$ cat src/verilog/ebc_params.svh
// Constants for the external bus control and hold block.
`ifndef EBC_PARAMS_SVH
`define EBC_PARAMS_SVH
// What this block does
// - Data strobe low in data and wait states, high while idle.
// - Address latch strobe falls mid address state, rises mid final state.
// - Status code: 00 idle, 01 branch fetch, 10 operand, 11 sequential fetch.
// - Status changes only at rising edge of address and idle states.
// - First fetch after reset or interrupt start reports branch fetch.
// - After reset status pins are port pins and show no status.
// - Port 10 has four pins, each direction set by its direction register.
// - Port 10 byte writes drop upper nibble; upper nibble of port 10 reads is zero.
// - Pins 0 and 1 carry hold grant and request when function enabled.
// - Hold request is synchronised; running cycle finishes, then bus floats.
// - With no cycle running, hold request floats the bus at once.
// - Grant follows floating; bus stays floating while grant is active.
// - Clock output runs always; inhibit bit forces it to zero.
// - Clock source select pin is only synchronised and shown in the status register.
// - Wait sampled at falling edge of data and wait states adds a state.
// - Mode pins: 00 ROM-less, 10 single-chip, 11 PROM, 01 reserved.
// - Low asynchronous reset starts reset and leaves standby.
// - Address/data pins: low address, then 16-bit data, float while idle.
// - Read/write high for read, low for write, high when idle.
// - Byte enables low for word and half; byte selects by address bit 0.

// ********************************************************************
// Register offsets
// ********************************************************************
`define EBC_REG_PSC 3'h0
`define EBC_REG_CTRL 3'h1
`define EBC_REG_P10_DATA 3'h2
`define EBC_REG_P10_DIR 3'h3
`define EBC_REG_P10_FSEL 3'h4
`define EBC_REG_STATUS 3'h5

// ********************************************************************
// Fields and codes
// ********************************************************************
`define EBC_PSC_CLK_INHIBIT 0
`define EBC_PSC_STANDBY 1
`define EBC_CTRL_EXT_EN 0
`define EBC_CTRL_STATUS_EN 1
`define EBC_P10_DIR_RESET 4'hF
`define EBC_PIN_GRANT 0
`define EBC_PIN_REQUEST 1
`define EBC_MODE_ROMLESS 2'h0
`define EBC_ST_IDLE 2'h0
`define EBC_ST_BRANCH 2'h1
`define EBC_SIZE_BYTE 2'h0
`define EBC_SYNC_WIDTH 24
`endif

$ cat src/verilog/ebc_pkg.sv
// Types shared by the external bus control and hold block.
package ebc_pkg;
  typedef enum logic [2:0] {
    EBC_IDLE,
    EBC_ADDR,
    EBC_DATA,
    EBC_WAIT,
    EBC_FINAL
  } ebc_bus_t;

  typedef enum logic [1:0] {
    EBC_H_OFF,
    EBC_H_FLOAT,
    EBC_H_ON,
    EBC_H_LEAVE
  } ebc_hold_t;
endpackage : ebc_pkg

$ cat src/verilog/ebc_sync.sv
// Two-stage synchroniser for pins that arrive from outside the clock.
`timescale 1ns/1ps
module ebc_sync #(
  parameter int W = 1
) (
  input wire logic clock,
  input wire logic resetn,
  input wire logic [W-1:0] din,
  output logic [W-1:0] dout
);
  typedef struct packed {
    logic [W-1:0] first;
    logic [W-1:0] second;
  } ebc_sync_state_t;

  ebc_sync_state_t s;
  ebc_sync_state_t next_s;

  always_comb begin
    next_s.first = din;
    next_s.second = s.first;
  end

  always_ff @(posedge clock or negedge resetn) begin
    if (!resetn) begin
      s <= '0;
    end else begin
      s <= next_s;
    end
  end

  assign dout = s.second;
endmodule : ebc_sync

$ cat src/verilog/ebc_port10.sv
// Four-pin port with hold request and hold grant sharing its two low pins.
`timescale 1ns/1ps
`include "ebc_params.svh"
module ebc_port10 (
  input wire logic clock,
  input wire logic resetn,
  input wire logic wr_data,
  input wire logic wr_dir,
  input wire logic wr_fsel,
  input wire logic [3:0] wdata,
  input wire logic [3:0] pin_sync,
  input wire logic grant,
  output logic [3:0] read_value,
  output logic [3:0] dir,
  output logic [3:0] fsel,
  output logic [3:0] pin_out,
  output logic [3:0] pin_oe_n,
  output logic hold_req
);
  typedef struct packed {
    logic [3:0] latch;
    logic [3:0] dir;
    logic [1:0] fsel;
    logic [3:0] out;
    logic [3:0] oe_n;
  } ebc_p10_state_t;

  ebc_p10_state_t s;
  ebc_p10_state_t next_s;

  always_comb begin
    next_s = s;
    if (wr_data) next_s.latch = wdata;
    if (wr_dir) next_s.dir = wdata;
    if (wr_fsel) next_s.fsel = wdata[1:0];
    next_s.out = next_s.latch;
    next_s.oe_n = next_s.dir;
    if (next_s.fsel[`EBC_PIN_GRANT]) begin
      next_s.out[`EBC_PIN_GRANT] = grant;
      next_s.oe_n[`EBC_PIN_GRANT] = 1'b0;
    end
    if (next_s.fsel[`EBC_PIN_REQUEST]) next_s.oe_n[`EBC_PIN_REQUEST] = 1'b1;
  end

  always_ff @(posedge clock or negedge resetn) begin
    if (!resetn) begin
      s <= '0;
      s.dir <= `EBC_P10_DIR_RESET;
      s.oe_n <= 4'hF;
    end else begin
      s <= next_s;
    end
  end

  assign read_value = (s.dir & pin_sync) | (~s.dir & s.latch);
  assign dir = s.dir;
  assign fsel = {2'h0, s.fsel};
  assign pin_out = s.out;
  assign pin_oe_n = s.oe_n;
  assign hold_req = s.fsel[`EBC_PIN_REQUEST] & pin_sync[`EBC_PIN_REQUEST];
endmodule : ebc_port10

$ cat src/verilog/ebc_top.sv
// External bus sequencer with strobes, status, waits and bus hold.
`timescale 1ns/1ps
`include "ebc_params.svh"
module ebc_top (
  input wire logic clock,
  input wire logic resetn,
  input wire logic [2:0] reg_addr,
  input wire logic [7:0] reg_wdata,
  input wire logic reg_write,
  input wire logic reg_read,
  output logic [7:0] reg_rdata,
  input wire logic core_req,
  input wire logic core_write,
  input wire logic [23:0] core_addr,
  input wire logic [1:0] core_size,
  input wire logic [1:0] core_kind,
  input wire logic [15:0] core_wdata,
  input wire logic core_irq_begin,
  output logic core_accept,
  output logic [15:0] core_rdata,
  output logic core_rvalid,
  input wire logic [15:0] muxed_addr_data_in,
  output logic [15:0] muxed_addr_data_out,
  output logic muxed_addr_data_oe_n,
  output logic [7:0] addr_high_out,
  output logic addr_high_oe_n,
  output logic data_strobe_n,
  output logic address_latch_strobe_n,
  output logic read_write,
  output logic lower_byte_enable_n,
  output logic upper_byte_enable_n,
  output logic control_oe_n,
  output logic [1:0] cycle_type_status,
  output logic status_oe_n,
  input wire logic wait_in_n,
  input wire logic [3:0] port10_in,
  output logic [3:0] port10_out,
  output logic [3:0] port10_oe_n,
  output logic system_clock_out,
  input wire logic clock_source_select,
  input wire logic [1:0] op_select_pins
);
  typedef struct packed {
    ebc_pkg::ebc_bus_t bus;
    ebc_pkg::ebc_hold_t hold;
    logic phase;
    logic clk_out;
    logic wait_hit;
    logic force_branch;
    logic [23:0] addr;
    logic write;
    logic [15:0] wdata;
    logic [1:0] kind;
    logic [15:0] ad_out;
    logic ad_oe_n;
    logic [7:0] ahi;
    logic ahi_oe_n;
    logic ctl_oe_n;
    logic data_strobe_n_n;
    logic address_latch_strobe_n_n;
    logic rw;
    logic lbe_n;
    logic ube_n;
    logic [1:0] st;
    logic st_oe_n;
    logic grant;
    logic accept;
    logic [15:0] rdata;
    logic rvalid;
    logic [1:0] power_save_control_reg;
    logic [1:0] ctrl;
    logic [7:0] reg_rdata;
  } ebc_top_state_t;

  ebc_top_state_t s;
  ebc_top_state_t next_s;

  // ********************************************************************
  // Pin synchronisers and port 10
  // ********************************************************************
  logic [`EBC_SYNC_WIDTH-1:0] sync_out;
  logic wait_sync_n;
  logic [3:0] p10_sync;
  logic [15:0] ad_sync;
  logic clock_source_select_sync;
  logic [1:0] mode_sync;
  logic [3:0] p10_read;
  logic [3:0] p10_dir;
  logic [3:0] p10_fsel;
  logic hold_req;
  logic wr_p10_data;
  logic wr_p10_dir;
  logic wr_p10_fsel;

  ebc_sync #(
    .W(`EBC_SYNC_WIDTH)
  ) u_sync (
    .clock(clock),
    .resetn(resetn),
    .din({wait_in_n, port10_in, muxed_addr_data_in, clock_source_select, op_select_pins}),
    .dout(sync_out)
  );

  assign {wait_sync_n, p10_sync, ad_sync, clock_source_select_sync, mode_sync} = sync_out;
  assign wr_p10_data = reg_write && (reg_addr == `EBC_REG_P10_DATA);
  assign wr_p10_dir = reg_write && (reg_addr == `EBC_REG_P10_DIR);
  assign wr_p10_fsel = reg_write && (reg_addr == `EBC_REG_P10_FSEL);

  ebc_port10 u_port10 (
    .clock(clock),
    .resetn(resetn),
    .wr_data(wr_p10_data),
    .wr_dir(wr_p10_dir),
    .wr_fsel(wr_p10_fsel),
    .wdata(reg_wdata[3:0]),
    .pin_sync(p10_sync),
    .grant(s.grant),
    .read_value(p10_read),
    .dir(p10_dir),
    .fsel(p10_fsel),
    .pin_out(port10_out),
    .pin_oe_n(port10_oe_n),
    .hold_req(hold_req)
  );

  // ********************************************************************
  // Bus sequencer
  // ********************************************************************
  logic bus_en;
  logic start_ok;
  logic drive_en;

  assign bus_en = (mode_sync == `EBC_MODE_ROMLESS) || s.ctrl[`EBC_CTRL_EXT_EN];
  // A pending hold blocks new cycles, so the hold wins over the core.
  assign start_ok = core_req && bus_en && !s.power_save_control_reg[`EBC_PSC_STANDBY]
                    && (s.hold == ebc_pkg::EBC_H_OFF) && !hold_req;

  always_comb begin
    next_s = s;
    next_s.accept = 1'b0;
    next_s.rvalid = 1'b0;
    next_s.reg_rdata = 8'h00;
    next_s.phase = ~s.phase;
    drive_en = 1'b0;
    if (s.phase) begin
      next_s.clk_out = ~s.power_save_control_reg[`EBC_PSC_CLK_INHIBIT];
      unique case (s.bus)
        ebc_pkg::EBC_IDLE: begin
          if (start_ok) next_s.bus = ebc_pkg::EBC_ADDR;
        end
        ebc_pkg::EBC_ADDR: begin
          next_s.bus = ebc_pkg::EBC_DATA;
        end
        ebc_pkg::EBC_DATA, ebc_pkg::EBC_WAIT: begin
          next_s.bus = s.wait_hit ? ebc_pkg::EBC_WAIT : ebc_pkg::EBC_FINAL;
        end
        ebc_pkg::EBC_FINAL: begin
          next_s.rdata = ad_sync;
          next_s.rvalid = ~s.write;
          next_s.bus = start_ok ? ebc_pkg::EBC_ADDR : ebc_pkg::EBC_IDLE;
        end
      endcase
      if (next_s.bus == ebc_pkg::EBC_ADDR) begin
        next_s.accept = 1'b1;
        next_s.addr = core_addr;
        next_s.write = core_write;
        next_s.wdata = core_wdata;
        next_s.kind = core_kind;
        if (core_kind[0] && s.force_branch) begin
          next_s.kind = `EBC_ST_BRANCH;
          next_s.force_branch = 1'b0;
        end
        next_s.ad_out = core_addr[15:0];
        next_s.ad_oe_n = 1'b0;
        next_s.ahi = core_addr[23:16];
        next_s.rw = ~core_write;
        next_s.lbe_n = (core_size == `EBC_SIZE_BYTE) && core_addr[0];
        next_s.ube_n = (core_size == `EBC_SIZE_BYTE) && !core_addr[0];
        next_s.st = next_s.kind;
        next_s.data_strobe_n_n = 1'b1;
      end else if (next_s.bus == ebc_pkg::EBC_IDLE) begin
        next_s.ad_oe_n = 1'b1;
        next_s.rw = 1'b1;
        next_s.st = `EBC_ST_IDLE;
        next_s.data_strobe_n_n = 1'b1;
        next_s.address_latch_strobe_n_n = 1'b1;
      end else if (next_s.bus == ebc_pkg::EBC_FINAL) begin
        next_s.data_strobe_n_n = 1'b1;
      end else begin
        next_s.ad_out = s.wdata;
        next_s.ad_oe_n = ~s.write;
        next_s.data_strobe_n_n = 1'b0;
      end
    end else begin
      next_s.clk_out = 1'b0;
      if (s.bus == ebc_pkg::EBC_ADDR) next_s.address_latch_strobe_n_n = 1'b0;
      if (s.bus == ebc_pkg::EBC_FINAL) next_s.address_latch_strobe_n_n = 1'b1;
      if ((s.bus == ebc_pkg::EBC_DATA) || (s.bus == ebc_pkg::EBC_WAIT)) begin
        next_s.wait_hit = ~wait_sync_n;
      end
    end
    if (core_irq_begin) next_s.force_branch = 1'b1;

    unique case (s.hold)
      ebc_pkg::EBC_H_OFF: begin
        if (hold_req && (next_s.bus == ebc_pkg::EBC_IDLE)) next_s.hold = ebc_pkg::EBC_H_FLOAT;
      end
      ebc_pkg::EBC_H_FLOAT: begin
        next_s.hold = ebc_pkg::EBC_H_ON;
        next_s.grant = 1'b1;
      end
      ebc_pkg::EBC_H_ON: begin
        if (!hold_req) begin
          next_s.hold = ebc_pkg::EBC_H_LEAVE;
          next_s.grant = 1'b0;
        end
      end
      ebc_pkg::EBC_H_LEAVE: begin
        next_s.hold = ebc_pkg::EBC_H_OFF;
      end
    endcase
    drive_en = bus_en && (next_s.hold == ebc_pkg::EBC_H_OFF);
    if (!drive_en) next_s.ad_oe_n = 1'b1;
    next_s.ahi_oe_n = ~drive_en;
    next_s.ctl_oe_n = ~drive_en;
    next_s.st_oe_n = ~(drive_en && s.ctrl[`EBC_CTRL_STATUS_EN]);

    // ********************************************************************
    // Register port
    // ********************************************************************
    if (reg_write) begin
      unique case (reg_addr)
        `EBC_REG_PSC: next_s.power_save_control_reg = reg_wdata[1:0];
        `EBC_REG_CTRL: next_s.ctrl = reg_wdata[1:0];
        default: next_s.power_save_control_reg = next_s.power_save_control_reg;
      endcase
    end
    if (reg_read) begin
      unique case (reg_addr)
        `EBC_REG_PSC: next_s.reg_rdata = {6'h00, s.power_save_control_reg};
        `EBC_REG_CTRL: next_s.reg_rdata = {6'h00, s.ctrl};
        `EBC_REG_P10_DATA: next_s.reg_rdata = {4'h0, p10_read};
        `EBC_REG_P10_DIR: next_s.reg_rdata = {4'h0, p10_dir};
        `EBC_REG_P10_FSEL: next_s.reg_rdata = {4'h0, p10_fsel};
        `EBC_REG_STATUS: begin
          next_s.reg_rdata = {2'h0, (s.bus != ebc_pkg::EBC_IDLE), s.grant,
                              bus_en, clock_source_select_sync, mode_sync};
        end
        default: next_s.reg_rdata = 8'h00;
      endcase
    end
  end

  always_ff @(posedge clock or negedge resetn) begin
    if (!resetn) begin
      s <= '0;
      s.force_branch <= 1'b1;
      s.ad_oe_n <= 1'b1;
      s.ahi_oe_n <= 1'b1;
      s.ctl_oe_n <= 1'b1;
      s.data_strobe_n_n <= 1'b1;
      s.address_latch_strobe_n_n <= 1'b1;
      s.rw <= 1'b1;
      s.lbe_n <= 1'b1;
      s.ube_n <= 1'b1;
      s.st_oe_n <= 1'b1;
    end else begin
      s <= next_s;
    end
  end

  // ********************************************************************
  // Outputs
  // ********************************************************************
  assign reg_rdata = s.reg_rdata;
  assign core_accept = s.accept;
  assign core_rdata = s.rdata;
  assign core_rvalid = s.rvalid;
  assign muxed_addr_data_out = s.ad_out;
  assign muxed_addr_data_oe_n = s.ad_oe_n;
  assign addr_high_out = s.ahi;
  assign addr_high_oe_n = s.ahi_oe_n;
  assign data_strobe_n = s.data_strobe_n_n;
  assign address_latch_strobe_n = s.address_latch_strobe_n_n;
  assign read_write = s.rw;
  assign lower_byte_enable_n = s.lbe_n;
  assign upper_byte_enable_n = s.ube_n;
  assign control_oe_n = s.ctl_oe_n;
  assign cycle_type_status = s.st;
  assign status_oe_n = s.st_oe_n;
  assign system_clock_out = s.clk_out;
endmodule : ebc_top

$ cat config.mk
export PLATFORM = sky130hd
export DESIGN_NAME = ebc_top
export DESIGN_NICKNAME = d
export VERILOG_FILES = /design/src/verilog/ebc_pkg.sv /design/src/verilog/ebc_sync.sv /design/src/verilog/ebc_port10.sv /design/src/verilog/ebc_top.sv
export VERILOG_INCLUDE_DIRS = /design/src /design/src/verilog
export SDC_FILE = /design/constraint.sdc
export NUM_CORES = 1
export LEC_CHECK = 0
export ABC_AREA = 0
export BUFFER_PORTS_ARGS = -buffer_cell sky130_fd_sc_hd__buf_4
export CAP_MARGIN = 20
export CORE_UTILIZATION = 39
export CTS_CLUSTER_SIZE = 20
export DETAILED_ROUTE_END_ITERATION = 16
export HOLD_SLACK_MARGIN = 0.1
export SYNTH_ARGS = -nofsm -noshare
export SYNTH_HDL_FRONTEND = slang
export SYNTH_SLANG_ARGS = --single-unit
$ cat constraint.sdc
create_clock -name clock -period 2.43 [get_ports clock]
set_clock_uncertainty 0.05 [all_clocks]
set_input_delay 0.486 -clock clock [delete_from_list [all_inputs] [get_ports clock]]
set_output_delay 0.486 -clock clock [all_outputs]
set_load 0.05 [all_outputs]
=== Word-level counts from Yosys, hierarchy flattened ===
Index checks and enable logic that the tools add are counted.
Widths: inputs -> output; s select.

* $add $sub $neg: 0
* Multipliers: 0
* Div/mod/pow operators: 0
* $lt $le $gt $ge: 0
* Equal/unequal tests: 21
* Shifts and indexed selects: 0
* Muxes and demuxes: 45
* Bitwise operators: 12
* Reduce and logical (&&, ||, !) cells: 45

{| class="wikitable"
|+ Operator list
! operator !! number
|-
| $mux 69 || 1
|-
| $mux 17 || 3
|-
| $mux 44 || 1
|-
| $pmux 6 s6 || 1
|-
| $mux 1 || 19
|-
| $mux 18 || 1
|-
| $mux 16 || 1
|-
| $reduce_and 2->1 || 8
|-
| $mux 2 || 7
|-
| $logic_and 1x1->1 || 13
|-
| $eq 3x2->1 const B || 4
|-
| $eq 3x3->1 const B || 4
|-
| $logic_not 3->1 || 4
|-
| $mux 3 || 4
|-
| $pmux 3 s4 || 1
|-
| $ne 2x2->1 const B || 5
|-
| $reduce_bool 2->1 || 5
|-
| $eq 3x1->1 const B || 3
|-
| $reduce_and 3->1 || 3
|-
| $and 4x4->4 || 2
|-
| $logic_not 2->1 || 4
|-
| $mux 4 || 2
|-
| $mux 8 || 1
|-
| $pmux 2 s4 || 1
|-
| other kinds (14) || 25
|}

* Register bits: 183
* Bits in latches: 0
* Bits in writable memories: 0
* Memory bits (read-only): 0
* Bits of input ports: 86
* Output and inout port bits: 70
* Word-level logic and storage cells: 158
* Memories kept: 0

=== Longest topological paths before layout ===
* Depth in word-level cells: 18
* Depth in mapped cells: 10
* Gate-level depth less buffers: 7

=== Hierarchy ===
Synthesis repeated with hierarchy kept, for this count alone.

* Cell total of the unflattened synthesis: 524
* Area, all modules: 6167.2 µm²

{| class="wikitable"
|+ By module, submodules not included
! module !! instances !! cells each !! area each (µm²) !! seq. area each (µm²)
|-
| ebc_top || 1 || 416 || 4265.3 || 2238.4
|-
| ebc_sync || 1 || 48 || 1201.2 || 1201.2
|-
| ebc_port10 || 1 || 60 || 700.7 || 332.8
|}

=== Worst setup path before layout ===
Ideal clock, no wire load.

* Path kind: reg2reg
* Start: reg s[113] (netlist name)
* End: reg s (netlist bit muxed_addr_data_out[10])
* Data arrival time: 1.818 ns
* Required time: 2.255 ns
* Setup slack: 0.437 ns
* Cell stages (with the launch flop): 9
* Path buffers: 2
* Clock period less this slack: 1.993 ns
* Path through: dfrtp_1 > inv_1 > ha_1 > and3b_1 > buf_6 > nand3_1 > a21oi_4 > buf_6 > mux2_4

* Longest elaborated chain between the ends: 9
* Elaborated cells between the ends (all ways): 14

{| class="wikitable"
|+ RTL lines
! item !! line !! text
|-
| start: declaration || ebc_top.sv:75 || <nowiki>ebc_top_state_t s;</nowiki>
|-
| start signal: assignment || ebc_top.sv:268 || <nowiki>s <= next_s;</nowiki>
|-
| $logic_not 2->1 * || ebc_top.sv:136 || <nowiki>&& (s.hold == ebc_pkg::EBC_H_OFF) && !hold_req;</nowiki>
|-
| $logic_and 1x1->1 * (2 in series) || ebc_top.sv:135 || <nowiki>assign start_ok = core_req && bus_en && !s.power_save_control_reg[`EBC_PSC_STANDBY]</nowiki>
|-
| $mux 1 or $mux 3 (tied branches) || ebc_top.sv:160, ebc_top.sv:149 ||
|-
| $pmux 3 s4 * || ebc_top.sv:147 || <nowiki>unique case (s.bus)</nowiki>
|-
| $mux 3 * || ebc_top.sv:145 || <nowiki>if (s.phase) begin</nowiki>
|-
| $eq 3x1->1, or another cell as far along || ebc_top.sv:163 || <nowiki>if (next_s.bus == ebc_pkg::EBC_ADDR) begin</nowiki>
|-
| $ne 2x2->1 (no source line) || -- ||
|-
| $reduce_and 3->1 (no source line) || -- ||
|}

Mark *: on every way between the ends. The rest lies on a longest branch, timed or not. The select of a mux whose other input is x is not followed.
A chain may end at the register's enable or synchronous reset.

=== Final worst setup path ===
* Start: reg s[113] (netlist name)
* End: reg s[81] (netlist name)

* Longest elaborated chain between the ends: 8
* Elaborated cells between the ends (all ways): 9

{| class="wikitable"
|+ RTL lines
! item !! line
|-
| $logic_not 2->1 * || ebc_top.sv:136
|-
| $logic_and 1x1->1 * (2 in series) || ebc_top.sv:135
|-
| $mux 1 or $mux 3 (tied branches) || ebc_top.sv:160, ebc_top.sv:149
|-
| $pmux 3 s4 * || ebc_top.sv:147
|-
| $mux 3 * || ebc_top.sv:145
|-
| $eq 3x1->1 * || ebc_top.sv:163
|-
| $reduce_and 2->1 (no source line) * || --
|}

Marked as above.

==> flow_metrics.py <==
metrics = {
    "timing": {
        "finalHoldViolCount": 0,
        "finalSetupViolCount": 0,
        "fmax_mhz": 459,
        "hold-worst-slack_ps": 123,
        "worst_pin_slew_ps": 561,
        "fin_ws_ps": 253,
        "slew_headroom_pct": 62.6,
        "period_minus_slack_ps": 2180,
        "grt_setup_unrepaired": "false",
        "final.setup.tns_ps": 0,
        "period_share_pct": 89.6,
        "drv_slew": 0,
    },
    "cts": {
        "htree_levels": 4,
        "numCtsBuffers": 17,
        "cts.sinks": 150,
        "root_buffer": "clkbuf_16",
        "cts_resized": 0,
        "clk_latency_ps": 420,
        "tritoncts": "yes",
        "clk_pin_slew_ps": 60,
        "cts_buffer_depth": 2,
    },
    "logic_synthesis": {
        "synth.distinct_cells": 54,
        "synthesis.area_um2": 6300,
        "ys_ff_latch": 150,
        "yosysSeqAreaShare_pct": 59.9,
        "synthCells": 436,
        "synthArstFlopShare_pct": 100,
        "synth_edf_count": 0,
        "ys_warn_count": 0,
        "postSynthAreaPerCell_um2": 14.5,
        "synthFlopType": "dfrtp_1",
    },
    "run_status": {
        "status": "finished clean",
    },
    "global_route": {
        "antenna_found_initial": 0,
        "grt_pass1_wl_mm": 18.5,
        "grt_max_degree": 88,
        "grt_overflow_total": 0,
        "grt_pass1_vias": 3575,
        "grt.total_usage_pct": 14.9,
    },
    "placed_design": {
        "post-place-ws_ps": 268,
        "place.gp.congestion": 0.760,
        "hpwl_mm": 8.16,
        "port_buffers": 149,
    },
    "die": {
        "coreArea_um2": 15800,
        "die_h_um": 129,
        "rows": 46,
        "ios": 156,
        "die_area_um2": 16700,
        "die_x_um": 129,
        "start_util_pct": 39.8,
    },
    "routing": {
        "drc_errors": 0,
        "dr.first_iter.drc_count": 183,
        "wl_per_cell_um": 15.4,
        "ant_nets": 0,
        "wl_mm": 11.9,
        "dr.pass1.iters": 4,
        "routed_via_density": 4.68,
        "vias": 3606,
    },
    "critical_path": {
        "cp-start-kind": "flip-flop",
        "r2r-start": "s[113]",
        "r2r_end": "s[81]",
        "cp.required_ps": 2680,
        "setup.worst_path.class": "flip-flop to flip-flop",
        "cp_slowest_cell": "dfrtp_1",
        "worstSetupEndpointType": "flip-flop",
        "crit_fanout": 29,
        "cpPeakStageDelay_ps": 400,
        "cp_cell_sequence": "inv_1 > ha_1 > and3b_1 > and3_4 > nand3_2 > inv_2 > buf_12 > mux2_2",
        "arrival_ps": 2430,
        "ff2ff_path_depth": 8,
        "reg2reg_slack_ps": 250,
    },
    "cells_and_area": {
        "drive_above_1_share_pct": 55.1,
        "n_antenna_cell": 0,
        "fin_nets": 632,
        "fillerInstances": 1409,
        "post-route-util_pct": 50.2,
        "syn2layout_area_growth_pct": 26.2,
    },
    "pwr": {
        "peakVddDrop_uv": 578,
        "p_per_area_nw_per_um2": 1230,
        "power.leakage_nw": 3.81,
    },
    "hold_path": {
        "min_path_type": "input port to flip-flop",
        "hp-start": "muxed_addr_data_in[8]",
        "hold_end": "u_sync.next_s[11]",
        "hold_depth": 1,
    },
    "run": {
        "timing.max_cap.violations": 0,
    },
}
## worst max-delay path by stage
| stage | start | endpoint |
|---|---|---|
| finish | s[113] | s[81] |
| global route | s[113] | s[81] |
| CTS | s[113] | s[81] |
| detailed placement | s[113] | s[81] |
| global placement | s[113] | s[81] |
| floorplan | s[113] | muxed_addr_data_out[10] |
## metrics by stage
| step | instance area, µm² | total power [mW] | instances |
|---|---|---|---|
| after floorplan | 6300 | 6.28 | 437 |
| after global placement | 7230 | 6.72 | 735 |
| after detailed placement | 7230 | 6.81 | 735 |
| after CTS | 7920 | 9.86 | 768 |
| after global routing | 7950 | 10.2 | 771 |
| final | 7950 | 9.74 | 771 |
## final cells by class
type / count / area [µm²] / share of cell area (%)
Clock buffer: 18 / 429 / 5.40
Clock inverter: 14 / 248 / 3.12
Inverter: 8 / 30.0 / 0.378
Multi-Input combinational cell: 204 / 1930 / 24.2
Sequential cell: 150 / 3770 / 47.5
Tap cell: 216 / 270 / 3.40
Timing Repair Buffer: 161 / 1270 / 16.0
## flip-flops by register name, summed over array words and instances (netlist names), 4 cells and up
register,flops
u_sync.dout,24
s,38
muxed_addr_data_out,16
u_sync.next_s,24
u_port10.s,4
u_port10.dir,4
reg_rdata,6
core_rdata,16
## worst max-delay path: cells and delay by family, from the launching register on
kind          cells  cell delay (ps)
simple gates      3              620
buf+inv           3              460
flops             1              400
mux               1              360
fa+ha+maj         1              160
## timing repair
item                      4_1_cts  5_1_grt
hold endpoints to repair      135        3
setup buffers                   0        0
hold buffers                    1        3
## logic make-up after synthesis
kind of cell / Yosys count / share of synthesized area [%]
buffers and inverters: 83 / 9.61
other: 1 / 0.0595
adder cells (fa/ha/maj): 4 / 0.794
flip-flops: 150 / 59.9
AO/OA/AOI/OAI: 50 / 5.66
AND/OR/NAND/NOR: 57 / 5.54
multiplexers: 91 / 18.5
## cells in the final DEF, fill, tap and decap left out, types with 3 or more instances in the layout
cell           count
buf_4            152
dfrtp_1          135
mux2_2            59
mux2_4            30
clkbuf_16         17
o21ai_0           15
dfstp_2           15
nor2_1            12
a21oi_1            9
nor2b_1            9
nand2_1            8
inv_1              6
nand2b_1           6
bufinv_16          6
nand3_1            4
ha_1               4
dlygate4sd3_1      4
buf_12             4
a31oi_1            3
a32oi_1            3
clkinv_4           3
## report_power, final
part | switching, mW | internal (mW) | leakage (nW)
registers | 0.371 | 3.14 | 1.80
clock network | 1.05 | 1.94 | 0.327
logic | 1.89 | 1.36 | 1.68
## synth_stat cells, types with 3 or more instances
cell type | n | area, µm²
o21ai_0 | 15 | 75.1
nor2_1 | 12 | 45.0
buf_6 | 8 | 90.1
nand2_1 | 8 | 30.0
a32oi_1 | 3 | 26.3
mux2_4 | 30 | 450
a21oi_1 | 9 | 45.0
mux2_2 | 59 | 664
nand3_1 | 4 | 20.0
a31oi_1 | 3 | 18.8
dfrtp_1 | 135 | 3380
dfstp_2 | 15 | 394
inv_1 | 6 | 22.5
ha_1 | 4 | 50.1
nand2b_1 | 6 | 37.5
nor2b_1 | 9 | 56.3
clkbuf_1 | 4 | 15.0
buf_4 | 62 | 465
## metal layers
| layer | global-route usage (%) | part of all wire, % | routed length (µm) | vias to the layer above |
|---|---|---|---|---|
| met5 | 0 | 0 | 0 | - |
| met4 | 7.47 | 1.7 | 206 | 0 |
| met3 | 3.63 | 3.9 | 468 | 14 |
| met2 | 23.6 | 50 | 5990 | 80 |
| met1 | 19.0 | 44 | 5230 | 1845 |
| li1 | - | - | - | 1667 |
Note: power is estimated with default switching activity, not from simulation.
